## src/dsp_timer_consts.svh

```systemverilog
// constants of the dual-slope pwm timer: offsets, fields, reset values, counts
`ifndef DSP_TIMER_CONSTS_SVH
`define DSP_TIMER_CONSTS_SVH

// apb byte offsets
`define DSP_OFS_CTRL        12'h000
`define DSP_OFS_STATUS      12'h004
`define DSP_OFS_COUNT       12'h008
`define DSP_OFS_CMP_A       12'h00C
`define DSP_OFS_CMP_B       12'h010
`define DSP_OFS_CAPTURE     12'h014

// control register fields
`define DSP_CTRL_MODE_LSB   0
`define DSP_CTRL_ACT_A_LSB  4
`define DSP_CTRL_ACT_B_LSB  6
`define DSP_CTRL_CSEL_LSB   8
`define DSP_CTRL_DIR_A_BIT  11
`define DSP_CTRL_DIR_B_BIT  12
`define DSP_CTRL_RST        13'h0000

// status register bits
`define DSP_ST_OVF_BIT      0
`define DSP_ST_MATCH_A_BIT  1
`define DSP_ST_MATCH_B_BIT  2
`define DSP_ST_CAPT_BIT     3
`define DSP_ST_UP_BIT       4

// waveform mode select codes
`define DSP_MODE_PC8        4'h1
`define DSP_MODE_PC9        4'h2
`define DSP_MODE_PC10       4'h3
`define DSP_MODE_PFC_CAPT   4'h8
`define DSP_MODE_PFC_CMPA   4'h9
`define DSP_MODE_PC_CAPT    4'hA
`define DSP_MODE_PC_CMPA    4'hB

// fixed top values and limits
`define DSP_TOP_8BIT        16'h00FF
`define DSP_TOP_9BIT        16'h01FF
`define DSP_TOP_10BIT       16'h03FF
`define DSP_TOP_MIN         16'h0003
`define DSP_BOTTOM          16'h0000

// output action codes
`define DSP_ACT_OFF         2'h0
`define DSP_ACT_TOGGLE      2'h1
`define DSP_ACT_NONINV      2'h2
`define DSP_ACT_INV         2'h3

// prescaler: tick every N clocks, value is N-1
`define DSP_PRE_DIV1        10'h000
`define DSP_PRE_DIV8        10'h007
`define DSP_PRE_DIV64       10'h03F
`define DSP_PRE_DIV256      10'h0FF
`define DSP_PRE_DIV1024     10'h3FF

`endif

```

## src/dsp_pkg.sv

```systemverilog
// types of the dual-slope pwm timer
package dsp_pkg;
	typedef enum logic {dsp_count_up, dsp_count_down} dsp_dir_t;

	typedef struct packed {
		logic [9:0] div_cnt;
	} dsp_presc_state_t;

	typedef struct packed {
		logic [15:0] cnt;
		dsp_dir_t    dir;
		logic [15:0] ocr_a;
		logic [15:0] ocr_b;
		logic [15:0] buf_a;
		logic [15:0] buf_b;
		logic [15:0] icr;
		logic [12:0] ctrl;
		logic [3:0]  flags;
		logic        out_a;
		logic        out_b;
		logic [31:0] rdata;
	} dsp_timer_state_t;
endpackage

```

## src/dsp_tick_if.sv

```systemverilog
// clock select and timer tick between timer core and prescaler
`timescale 1ns/1ps
interface dsp_tick_if;
	logic [2:0] clock_select;
	logic       timer_tick;
	modport presc (input clock_select, output timer_tick);
	modport timer (output clock_select, input timer_tick);
endinterface

```

## src/dsp_prescaler.sv

```systemverilog
// prescaler making the timer tick enable from the i/o clock
`timescale 1ns/1ps
`include "dsp_timer_consts.svh"
module dsp_prescaler (
	input  wire logic   clk_i,
	input  wire logic   rst_b_i,
	dsp_tick_if.presc   tick_if
);
	dsp_pkg::dsp_presc_state_t s_q;
	dsp_pkg::dsp_presc_state_t s_d;
	logic [9:0]                limit;

	// divide by 1, 8, 64, 256 or 1024; select 0 stops the timer
	always_comb begin
		limit = `DSP_PRE_DIV1;
		unique case (tick_if.clock_select)
			3'h2:    limit = `DSP_PRE_DIV8;
			3'h3:    limit = `DSP_PRE_DIV64;
			3'h4:    limit = `DSP_PRE_DIV256;
			3'h5:    limit = `DSP_PRE_DIV1024;
			default: limit = `DSP_PRE_DIV1;
		endcase
		s_d = s_q;
		if (tick_if.clock_select == 3'h0 || s_q.div_cnt >= limit) begin
			s_d.div_cnt = 10'h000;
		end else begin
			s_d.div_cnt = s_q.div_cnt + 10'h001;
		end
	end

	always_ff @(posedge clk_i or negedge rst_b_i) begin
		if (!rst_b_i) begin
			s_q <= '0;
		end else begin
			s_q <= s_d;
		end
	end

	// one-cycle enable, never a derived clock
	assign tick_if.timer_tick = (tick_if.clock_select != 3'h0) && (s_q.div_cnt >= limit);
endmodule // dsp_prescaler

```

## src/dsp_timer.sv

```systemverilog
// dual-slope pwm timer core with apb slave and compare outputs
// Operation
// - phase correct: overflow flag on reaching bottom
// - phase correct: top register flag at load
// - fixed top masks compare bits on write
// - compare above top never matches
// - phase correct loads at top; asymmetric
// - action two non-inverted, three inverted
// - up-match clears, down-match sets; inverted opposite
// - pin driven only when direction selects output
// - frequency is clock over 2*N*top
// - bottom compare low, top compare high
// - compare a top with toggle: 50% duty
// - modes 8,9: count bottom-top-bottom
// - top from capture/compare a; held one tick
// - register top resolution 2 to 16 bits; code also takes tops below 0x0003
// - frequency mode: overflow with bottom load
// - frequency mode: top register flag at top
// - bottom load gives symmetric slopes
// - match flag on count equal compare
// - synchronous; tick is only an enable
// - modes 1,2,3,10,11 are phase correct
// - phase correct top fixed or from register
//
// Design decisions made here: the APB register port and the placing of the registers.
`timescale 1ns/1ps
`include "dsp_timer_consts.svh"
module dsp_timer (
	input  wire logic        clk_i,
	input  wire logic        rst_b_i,
	input  wire logic        psel_i,
	input  wire logic        penable_i,
	input  wire logic        pwrite_i,
	input  wire logic [11:0] paddr_i,
	input  wire logic [31:0] pwdata_i,
	output logic      [31:0] prdata_o,
	output logic             pready_o,
	output logic             pslverr_o,
	output logic             wave_out_a_o,
	output logic             wave_out_a_oe_o,
	output logic             wave_out_b_o,
	output logic             wave_out_b_oe_o
);
	dsp_pkg::dsp_timer_state_t s_q;
	dsp_pkg::dsp_timer_state_t s_d;
	dsp_tick_if                tick_if ();

	logic [3:0]  waveform_mode_select;
	logic [1:0]  output_a_action_field;
	logic [1:0]  output_b_action_field;
	logic        pin_direction_bit_a;
	logic        pin_direction_bit_b;
	logic        timer_tick;
	logic        pc_mode;
	logic        pfc_mode;
	logic        dual_mode;
	logic        fixed_top;
	logic        top_is_capt;
	logic        top_is_cmpa;
	logic [15:0] top;
	logic        toggle_ok;
	logic [15:0] cnt_n;
	dsp_pkg::dsp_dir_t dir_n;
	logic        arrive_top;
	logic        arrive_bot;
	logic        load_now;
	logic        slope_up;
	logic [15:0] cmp_a_eff;
	logic [15:0] cmp_b_eff;
	logic        match_a;
	logic        match_b;
	logic [3:0]  flag_set;
	logic [3:0]  flag_clr;
	logic        setup;
	logic        wr;
	logic        mapped;
	logic [15:0] wmask;

	dsp_prescaler u_presc (
		.clk_i   (clk_i),
		.rst_b_i (rst_b_i),
		.tick_if (tick_if)
	);

	// control fields
	assign waveform_mode_select  = s_q.ctrl[`DSP_CTRL_MODE_LSB +: 4];
	assign output_a_action_field = s_q.ctrl[`DSP_CTRL_ACT_A_LSB +: 2];
	assign output_b_action_field = s_q.ctrl[`DSP_CTRL_ACT_B_LSB +: 2];
	assign pin_direction_bit_a   = s_q.ctrl[`DSP_CTRL_DIR_A_BIT];
	assign pin_direction_bit_b   = s_q.ctrl[`DSP_CTRL_DIR_B_BIT];
	assign tick_if.clock_select  = s_q.ctrl[`DSP_CTRL_CSEL_LSB +: 3];
	assign timer_tick            = tick_if.timer_tick;

	// mode decode; other codes are not dual-slope and hold the counter
	always_comb begin
		pc_mode     = 1'b0;
		pfc_mode    = 1'b0;
		fixed_top   = 1'b0;
		top_is_capt = 1'b0;
		top_is_cmpa = 1'b0;
		top         = s_q.icr;
		unique case (waveform_mode_select)
			`DSP_MODE_PC8: begin
				pc_mode   = 1'b1;
				fixed_top = 1'b1;
				top       = `DSP_TOP_8BIT;
			end
			`DSP_MODE_PC9: begin
				pc_mode   = 1'b1;
				fixed_top = 1'b1;
				top       = `DSP_TOP_9BIT;
			end
			`DSP_MODE_PC10: begin
				pc_mode   = 1'b1;
				fixed_top = 1'b1;
				top       = `DSP_TOP_10BIT;
			end
			`DSP_MODE_PFC_CAPT: begin
				pfc_mode    = 1'b1;
				top_is_capt = 1'b1;
				top         = s_q.icr;
			end
			`DSP_MODE_PFC_CMPA: begin
				pfc_mode    = 1'b1;
				top_is_cmpa = 1'b1;
				top         = s_q.ocr_a;
			end
			`DSP_MODE_PC_CAPT: begin
				pc_mode     = 1'b1;
				top_is_capt = 1'b1;
				top         = s_q.icr;
			end
			`DSP_MODE_PC_CMPA: begin
				pc_mode     = 1'b1;
				top_is_cmpa = 1'b1;
				top         = s_q.ocr_a;
			end
			default: top = s_q.icr;
		endcase
	end
	// register tops span 0x0000 up to 0xFFFF, any 16-bit value is taken
	assign dual_mode = pc_mode | pfc_mode;
	assign toggle_ok = top_is_cmpa;

	// up/down step; top is held for exactly one tick before turning
	always_comb begin
		cnt_n = s_q.cnt;
		dir_n = s_q.dir;
		if (s_q.dir == dsp_pkg::dsp_count_up) begin
			if (s_q.cnt == top) begin
				dir_n = dsp_pkg::dsp_count_down;
				cnt_n = s_q.cnt - 16'h0001;
			end else begin
				cnt_n = s_q.cnt + 16'h0001;
			end
		end else if (s_q.cnt == `DSP_BOTTOM) begin
			dir_n = dsp_pkg::dsp_count_up;
			cnt_n = s_q.cnt + 16'h0001;
		end else begin
			cnt_n = s_q.cnt - 16'h0001;
		end
	end

	// load at top in phase correct, at bottom in frequency mode
	assign arrive_top = timer_tick && dual_mode && s_q.dir == dsp_pkg::dsp_count_up && cnt_n == top;
	assign arrive_bot = timer_tick && dual_mode && s_q.dir == dsp_pkg::dsp_count_down
	                    && cnt_n == `DSP_BOTTOM;
	assign load_now   = pfc_mode ? arrive_bot : arrive_top;
	assign cmp_a_eff  = load_now ? s_q.buf_a : s_q.ocr_a;
	assign cmp_b_eff  = load_now ? s_q.buf_b : s_q.ocr_b;

	// at top the down slope starts, at bottom the up slope, so the extremes stick
	assign slope_up = arrive_bot ? 1'b1 : (arrive_top ? 1'b0 : dir_n == dsp_pkg::dsp_count_up);

	// compare above top is gated off, though a count or top write can leave the counter above top
	assign match_a = timer_tick && dual_mode && cnt_n == cmp_a_eff && cmp_a_eff <= top;
	assign match_b = timer_tick && dual_mode && cnt_n == cmp_b_eff && cmp_b_eff <= top;

	// flag events
	always_comb begin
		flag_set = 4'h0;
		flag_set[`DSP_ST_OVF_BIT]     = arrive_bot;
		flag_set[`DSP_ST_MATCH_A_BIT] = match_a | (arrive_top & top_is_cmpa);
		flag_set[`DSP_ST_MATCH_B_BIT] = match_b;
		flag_set[`DSP_ST_CAPT_BIT]    = arrive_top & top_is_capt;
	end

	// apb decode; zero wait state, read data latched in the setup cycle
	assign setup  = psel_i && !penable_i;
	assign wr     = psel_i && penable_i && pwrite_i;
	assign mapped = paddr_i == `DSP_OFS_CTRL || paddr_i == `DSP_OFS_STATUS
	             || paddr_i == `DSP_OFS_COUNT || paddr_i == `DSP_OFS_CMP_A
	             || paddr_i == `DSP_OFS_CMP_B || paddr_i == `DSP_OFS_CAPTURE;
	assign flag_clr = (wr && paddr_i == `DSP_OFS_STATUS) ? pwdata_i[3:0] : 4'h0;
	// unused high bits vanish in fixed-top modes
	assign wmask = fixed_top ? top : 16'hFFFF;

	// next state of the whole core
	always_comb begin
		s_d = s_q;
		if (timer_tick && dual_mode) begin
			s_d.cnt = cnt_n;
			s_d.dir = dir_n;
		end
		if (load_now) begin
			s_d.ocr_a = s_q.buf_a;
			s_d.ocr_b = s_q.buf_b;
		end
		// output actions on match, set and clear by slope
		if (match_a) begin
			unique case (output_a_action_field)
				`DSP_ACT_NONINV: s_d.out_a = !slope_up;
				`DSP_ACT_INV:    s_d.out_a = slope_up;
				`DSP_ACT_TOGGLE: s_d.out_a = toggle_ok ? !s_q.out_a : s_q.out_a;
				`DSP_ACT_OFF:    s_d.out_a = s_q.out_a;
			endcase
		end
		if (match_b) begin
			unique case (output_b_action_field)
				`DSP_ACT_NONINV: s_d.out_b = !slope_up;
				`DSP_ACT_INV:    s_d.out_b = slope_up;
				`DSP_ACT_TOGGLE: s_d.out_b = s_q.out_b;
				`DSP_ACT_OFF:    s_d.out_b = s_q.out_b;
			endcase
		end
		// a new event beats a clear in the same cycle
		s_d.flags = (s_q.flags & ~flag_clr) | flag_set;
		if (wr) begin
			unique case (paddr_i)
				`DSP_OFS_CTRL:    s_d.ctrl  = pwdata_i[12:0];
				`DSP_OFS_COUNT:   s_d.cnt   = pwdata_i[15:0];
				`DSP_OFS_CMP_A:   s_d.buf_a = pwdata_i[15:0] & wmask;
				`DSP_OFS_CMP_B:   s_d.buf_b = pwdata_i[15:0] & wmask;
				`DSP_OFS_CAPTURE: s_d.icr   = pwdata_i[15:0];
				default:          s_d.ctrl  = s_q.ctrl;
			endcase
		end
		if (setup) begin
			s_d.rdata = 32'h0000_0000;
			unique case (paddr_i)
				`DSP_OFS_CTRL:    s_d.rdata = {19'h0, s_q.ctrl};
				`DSP_OFS_STATUS:  s_d.rdata = {27'h0, s_q.dir == dsp_pkg::dsp_count_up, s_q.flags};
				`DSP_OFS_COUNT:   s_d.rdata = {16'h0, s_q.cnt};
				`DSP_OFS_CMP_A:   s_d.rdata = {16'h0, s_q.buf_a};
				`DSP_OFS_CMP_B:   s_d.rdata = {16'h0, s_q.buf_b};
				`DSP_OFS_CAPTURE: s_d.rdata = {16'h0, s_q.icr};
				default:          s_d.rdata = 32'h0000_0000;
			endcase
		end
	end

	// single register bank
	always_ff @(posedge clk_i or negedge rst_b_i) begin
		if (!rst_b_i) begin
			s_q      <= '0;
			s_q.ctrl <= `DSP_CTRL_RST;
		end else begin
			s_q <= s_d;
		end
	end

	assign prdata_o  = s_q.rdata;
	assign pready_o  = 1'b1;
	assign pslverr_o = psel_i && penable_i && !mapped;

	// pin drive needs an action and the direction bit
	assign wave_out_a_o    = s_q.out_a;
	assign wave_out_b_o    = s_q.out_b;
	assign wave_out_a_oe_o = pin_direction_bit_a && (output_a_action_field[1]
	                         || (output_a_action_field == `DSP_ACT_TOGGLE && toggle_ok));
	assign wave_out_b_oe_o = pin_direction_bit_b && output_b_action_field[1];
endmodule // dsp_timer

```

## config.mk

```make
export PLATFORM = sky130hd
export DESIGN_NAME = dsp_timer
export DESIGN_NICKNAME = d
export VERILOG_FILES = /design/src/dsp_pkg.sv /design/src/dsp_tick_if.sv /design/src/dsp_prescaler.sv /design/src/dsp_timer.sv
export VERILOG_INCLUDE_DIRS = /design/src
export SDC_FILE = /design/constraint.sdc
export NUM_CORES = 1
export LEC_CHECK = 0
export BUFFER_PORTS_ARGS = -buffer_cell sky130_fd_sc_hd__clkbuf_2
export CORE_AREA = 2 2 184 186
export DETAILED_ROUTE_END_ITERATION = 6
export DIE_AREA = 0 0 186 188
export PLACE_DENSITY = 0.57
export RECOVER_POWER = 50
export SETUP_SLACK_MARGIN = 0.1
export SYNTH_ARGS = -nofsm -noshare
export SYNTH_HDL_FRONTEND = slang
export SYNTH_SLANG_ARGS = --single-unit
```

## constraint.sdc

```tcl
create_clock -name clk_i -period 8.9 [get_ports clk_i]
set_input_delay 1.78 -clock clk_i [delete_from_list [all_inputs] [get_ports clk_i]]
set_output_delay 1.78 -clock clk_i [all_outputs]
set_load 0.03 [all_outputs]
```

==> run_results.csv <==
group,metric,value,unit
detailed_routing,drcViolationCount,0,
critical_path,worstPathMaxFanout,8,
timing,final-hold-violation-count,0,
timing,maxClockFrequency,118.4,MHz
logic_synthesis,leading_cell_types_by_count_after_synthesis,"142 x sky130_fd_sc_hd__dfrtp_1, 111 x sky130_fd_sc_hd__nand2_1, 103 x sky130_fd_sc_hd__mux2_2",
grt,grt_antenna_before_repair,0,
logic_synthesis,muxShareOfSynthArea,0.1352,
finish,num-nets-final,1403,
logic_synthesis,post-synth-top-area-fraction,0.3132,
pwr,fin_total_pwr,1452,µW
grt,largest_net_degree_at_the_start_of_global_routing,77,
timing,timing.final.ws_setup,0.4547,ns
logic_synthesis,synth-adder-area-share,0.04962,
logic_synthesis,netlist_top_cells_area,"sky130_fd_sc_hd__dfrtp_1 31%, sky130_fd_sc_hd__mux2_2 10%, sky130_fd_sc_hd__ha_1 5.0%",
pwr,worst_supply_voltage_drop_on_vdd,0.1086,mV
place,hpwlAfterDp,30080,µm
status,run_status,"finished, violations left",
logic_synthesis,synth.distinct_cells,93,
die,die_area,0.03497,mm²
cts,cts-buffers-inserted,17,
detailed_routing,final_antenna_net_count,0,
logic_synthesis,post_synth_xor_area_fraction,0.06958,
timing,totalNegativeSetupSlack,0,ns
cts,clock_insertion_delay_worst_skew,0.44,ns
detailed_routing,met3_layer_wire_length_in_the_routed_design,2406,µm
detailed_routing,drt_first_iter_violations,1038,
detailed_routing,m1WireLength,17470,µm
die,placement_rows,67,
cts,tritoncts,"built",
timing,slew_viol_final,145,
place,place_worst_setup_slack,0.6105,ns
finish,n_antenna_cell,0,
timing,unrepaired_setup_endpoints_after_global_routing,"false",
logic_synthesis,postSynthCellCount,1250,
critical_path,critical_path.slowest_cell,"sky130_fd_sc_hd__or4b_2",
logic_synthesis,synthSimpleGateAreaFrac,0.1940,
logic_synthesis,async_reset_ff_frac,1.000,
status,violated_checks,"capacitance limit, slew limit",
logic_synthesis,ys_ff_latch,142,
logic_synthesis,ys.warnings.count,0,
logic_synthesis,synthesis.area,0.01135,mm²
critical_path,cp.required,9.28,ns
grt,overflow,0,
finish,drive_above_1_share,0.2345,
die,number_of_top_level_pins,87,
timing,final_min_period_over_clock_period,0.9489,
logic_synthesis,ys_dominant_reg_cell,"sky130_fd_sc_hd__dfrtp_1",
detailed_routing,wire_per_inst,22.08,µm
die,die-width,186,µm
logic_synthesis,number_of_flops_mapped_to_enable_cells_by_yosys,0,
cts,clock_tree.htree_level_count,4,
pwr,static-leakage-power,0.005518,µW
cts,postCtsHoldBufs,0,
logic_synthesis,sequential_share_of_the_synthesized_area,0.3132,
logic_synthesis,synth.avg_cell_area,9.078,µm²
cts,max-clock-path-buffers,2,
logic_synthesis,synth_top_family_by_area,"simple AND/OR/NAND/NOR gates",
timing,slew-limit-headroom,-1.845,
logic_synthesis,count_leader_synth,"sky130_fd_sc_hd__dfrtp_1",
critical_path,max_stage_delay,0.62,ns
detailed_routing,num_vias,10130,
timing,finalWorstPathRequiredPeriod,8.445,ns
logic_synthesis,compound_cell_area_share_of_the_yosys_netlist,0.1736,
timing,finalClockSkew,0.02072,ns
critical_path,critical_path_sink_type,"flip-flop",
place,placer_congestion_estimate,0.9646,
detailed_routing,routed-wl-met2,17840,µm
critical_path,cp_num_buf_inv,0,
detailed_routing,route.detailed.vias_per_inst,5.721,
grt,first_global_vias,9707,
detailed_routing,top_signal_layer_used,"met4",
logic_synthesis,synth_top_area_cell,"sky130_fd_sc_hd__dfrtp_1",
finish,areaGrowthSynthToFinish,13.42,%
worst_hold_path,hold_class,"reg2reg",
grt,gr-usage-all-layers,0.2275,
job,cap_viol_max_count,2,
detailed_routing,drt_pass1_iterations,6,
die,design.core.area,0.03311,mm²
timing,worst-slew-pin-transition,4.268,ns
critical_path,worst_setup_path_start_kind,"flip-flop",
cts,clk_transition_reported_paths,0.08,ns
cts,clockRootBuffer,"sky130_fd_sc_hd__clkbuf_16",
critical_path,path_class,"reg2reg",
timing,finalSetupViolations,0,
detailed_routing,totalWireLength,39090,µm
critical_path,timing.critical_path.arrival,8.82,ns
place,io_buffer_count,53,
grt,global_route_wire_length_before_repair,59870,µm
critical_path,critPathTopFamily,"simple AND/OR/NAND/NOR gates",
cts,clock-sinks,142,
die,dieHeight,188,µm
die,start_util,0.3427,
pwr,p_per_area,112.8,mW/mm²
-- worst register-to-register path: stages, from the launching register on --
cell and delay, ns:
sky130_fd_sc_hd__dfrtp_1 0.51, sky130_fd_sc_hd__nor4_1 0.61, sky130_fd_sc_hd__nand4_1 0.21, sky130_fd_sc_hd__o21ai_0 0.60
sky130_fd_sc_hd__a21oi_1 0.15, sky130_fd_sc_hd__nor4_1 0.46, sky130_fd_sc_hd__nand3_2 0.11, sky130_fd_sc_hd__a211o_1 0.35
sky130_fd_sc_hd__or4b_1 0.60, sky130_fd_sc_hd__or4_4 0.55, sky130_fd_sc_hd__o21a_2 0.23, sky130_fd_sc_hd__mux2_2 0.31
sky130_fd_sc_hd__ha_1 0.29, sky130_fd_sc_hd__a21oi_1 0.13, sky130_fd_sc_hd__o221ai_1 0.15, sky130_fd_sc_hd__a21o_1 0.20
sky130_fd_sc_hd__a21oi_1 0.12, sky130_fd_sc_hd__o21ai_0 0.19, sky130_fd_sc_hd__a221oi_1 0.34, sky130_fd_sc_hd__o21a_1 0.17
sky130_fd_sc_hd__nor4b_1 0.38, sky130_fd_sc_hd__o21ai_0 0.17, sky130_fd_sc_hd__or4b_2 0.62, sky130_fd_sc_hd__a2111oi_0 0.43
sky130_fd_sc_hd__and4_1 0.36, sky130_fd_sc_hd__or3_1 0.14
-- flip-flops by register name, summed over array words and instances (netlist names) --
register and flops:
s_q 108, output_a_action_field 2, u_presc.s_q 10, pin_direction_bit_b 1
wave_out_b_o 1, wave_out_a_o 1, output_b_action_field 2, pin_direction_bit_a 1
prdata_o 16
-- through the flow --
step	cell area, µm²	instances	hold WS, ns	util
2_1_floorplan	11400	1265	0.4368	-
6_report	12870	1770	0.4770	0.3887
5_1_grt	12870	1770	0.4890	0.3887
4_1_cts	12900	1770	0.4763	0.3895
3_3_place_gp	12280	1738	0.4526	0.3708
3_5_place_dp	12280	1738	0.4586	0.3708
-- cells by family (layout without fill, tap and decap cells) --
logic type,count (synthesis),in the layout
flops,142,142
compound gates,275,275
simple gates,417,417
other cells,2,17
xor+xnor,87,87
mux,138,138
buf+inv,144,201
fa+ha+maj,45,45
-- report_power, final --
part | internal [µW] | switching [µW]
clock network | 384 | 359
registers | 645 | 0.859
logic | 14.9 | 47.7
-- what timing repair did --
action                                  CTS  global route
setup buffers                             0             0
gates resized for setup                   0             4
endpoints found under the setup margin    0             3
-- routing by layer --
layer | vias up | global-route usage
li1 | 4661 | -
met4 | 0 | 0.08116
met5 | - | 0
met2 | 429 | 0.3543
met3 | 80 | 0.03729
met1 | 4957 | 0.3171
-- worst paths after layout --
path / startpoint / to / slack, ns / cells after the start
worst max-delay path: s_q[140] / s_q[35] / 0.45 / 25
worst min-delay path: s_q[36] / s_q[36] / 0.48 / 2
worst max register to register: s_q[140] / s_q[35] / 0.45 / 25
worst min register to register: s_q[36] / s_q[36] / 0.48 / 2
max in group asynchronous: rst_b_i / s_q[105] / 2.66 / 2
min in group asynchronous: rst_b_i / output_b_action_field[0] / 2.84 / 1
-- cell usage in the layout (no fill, tap or decap), types with 14 or more instances in the layout --
| cell | n |
|---|---|
| sky130_fd_sc_hd__dfrtp_1 | 140 |
| sky130_fd_sc_hd__nand2_1 | 111 |
| sky130_fd_sc_hd__mux2_2 | 103 |
| sky130_fd_sc_hd__buf_4 | 81 |
| sky130_fd_sc_hd__nor2_1 | 78 |
| sky130_fd_sc_hd__o21ai_0 | 75 |
| sky130_fd_sc_hd__xnor2_1 | 49 |
| sky130_fd_sc_hd__ha_1 | 45 |
| sky130_fd_sc_hd__a21oi_1 | 38 |
| sky130_fd_sc_hd__xor2_1 | 36 |
| sky130_fd_sc_hd__clkbuf_2 | 35 |
| sky130_fd_sc_hd__nor3_1 | 32 |
| sky130_fd_sc_hd__inv_1 | 31 |
| sky130_fd_sc_hd__mux2i_1 | 31 |
| sky130_fd_sc_hd__nand3_1 | 30 |
| sky130_fd_sc_hd__nor2b_1 | 20 |
| sky130_fd_sc_hd__clkbuf_1 | 19 |
| sky130_fd_sc_hd__nand4_1 | 18 |
| sky130_fd_sc_hd__conb_1 | 17 |
| sky130_fd_sc_hd__clkbuf_16 | 17 |
| sky130_fd_sc_hd__or2_2 | 16 |
| sky130_fd_sc_hd__nor4_1 | 15 |
| sky130_fd_sc_hd__or3_1 | 14 |
-- layout make-up --
cell class | count | area, µm²
clock inverters | 15 | 193.9
clock buffers | 17 | 425.4
inverters | 33 | 123.9
repair buffers | 136 | 874.6
fillers | 3382 | 20240
well taps | 448 | 560.5
multi-input cells | 979 | 7136
flip-flops and latches | 142 | 3556
Note: power is estimated with default switching activity, not from simulation.
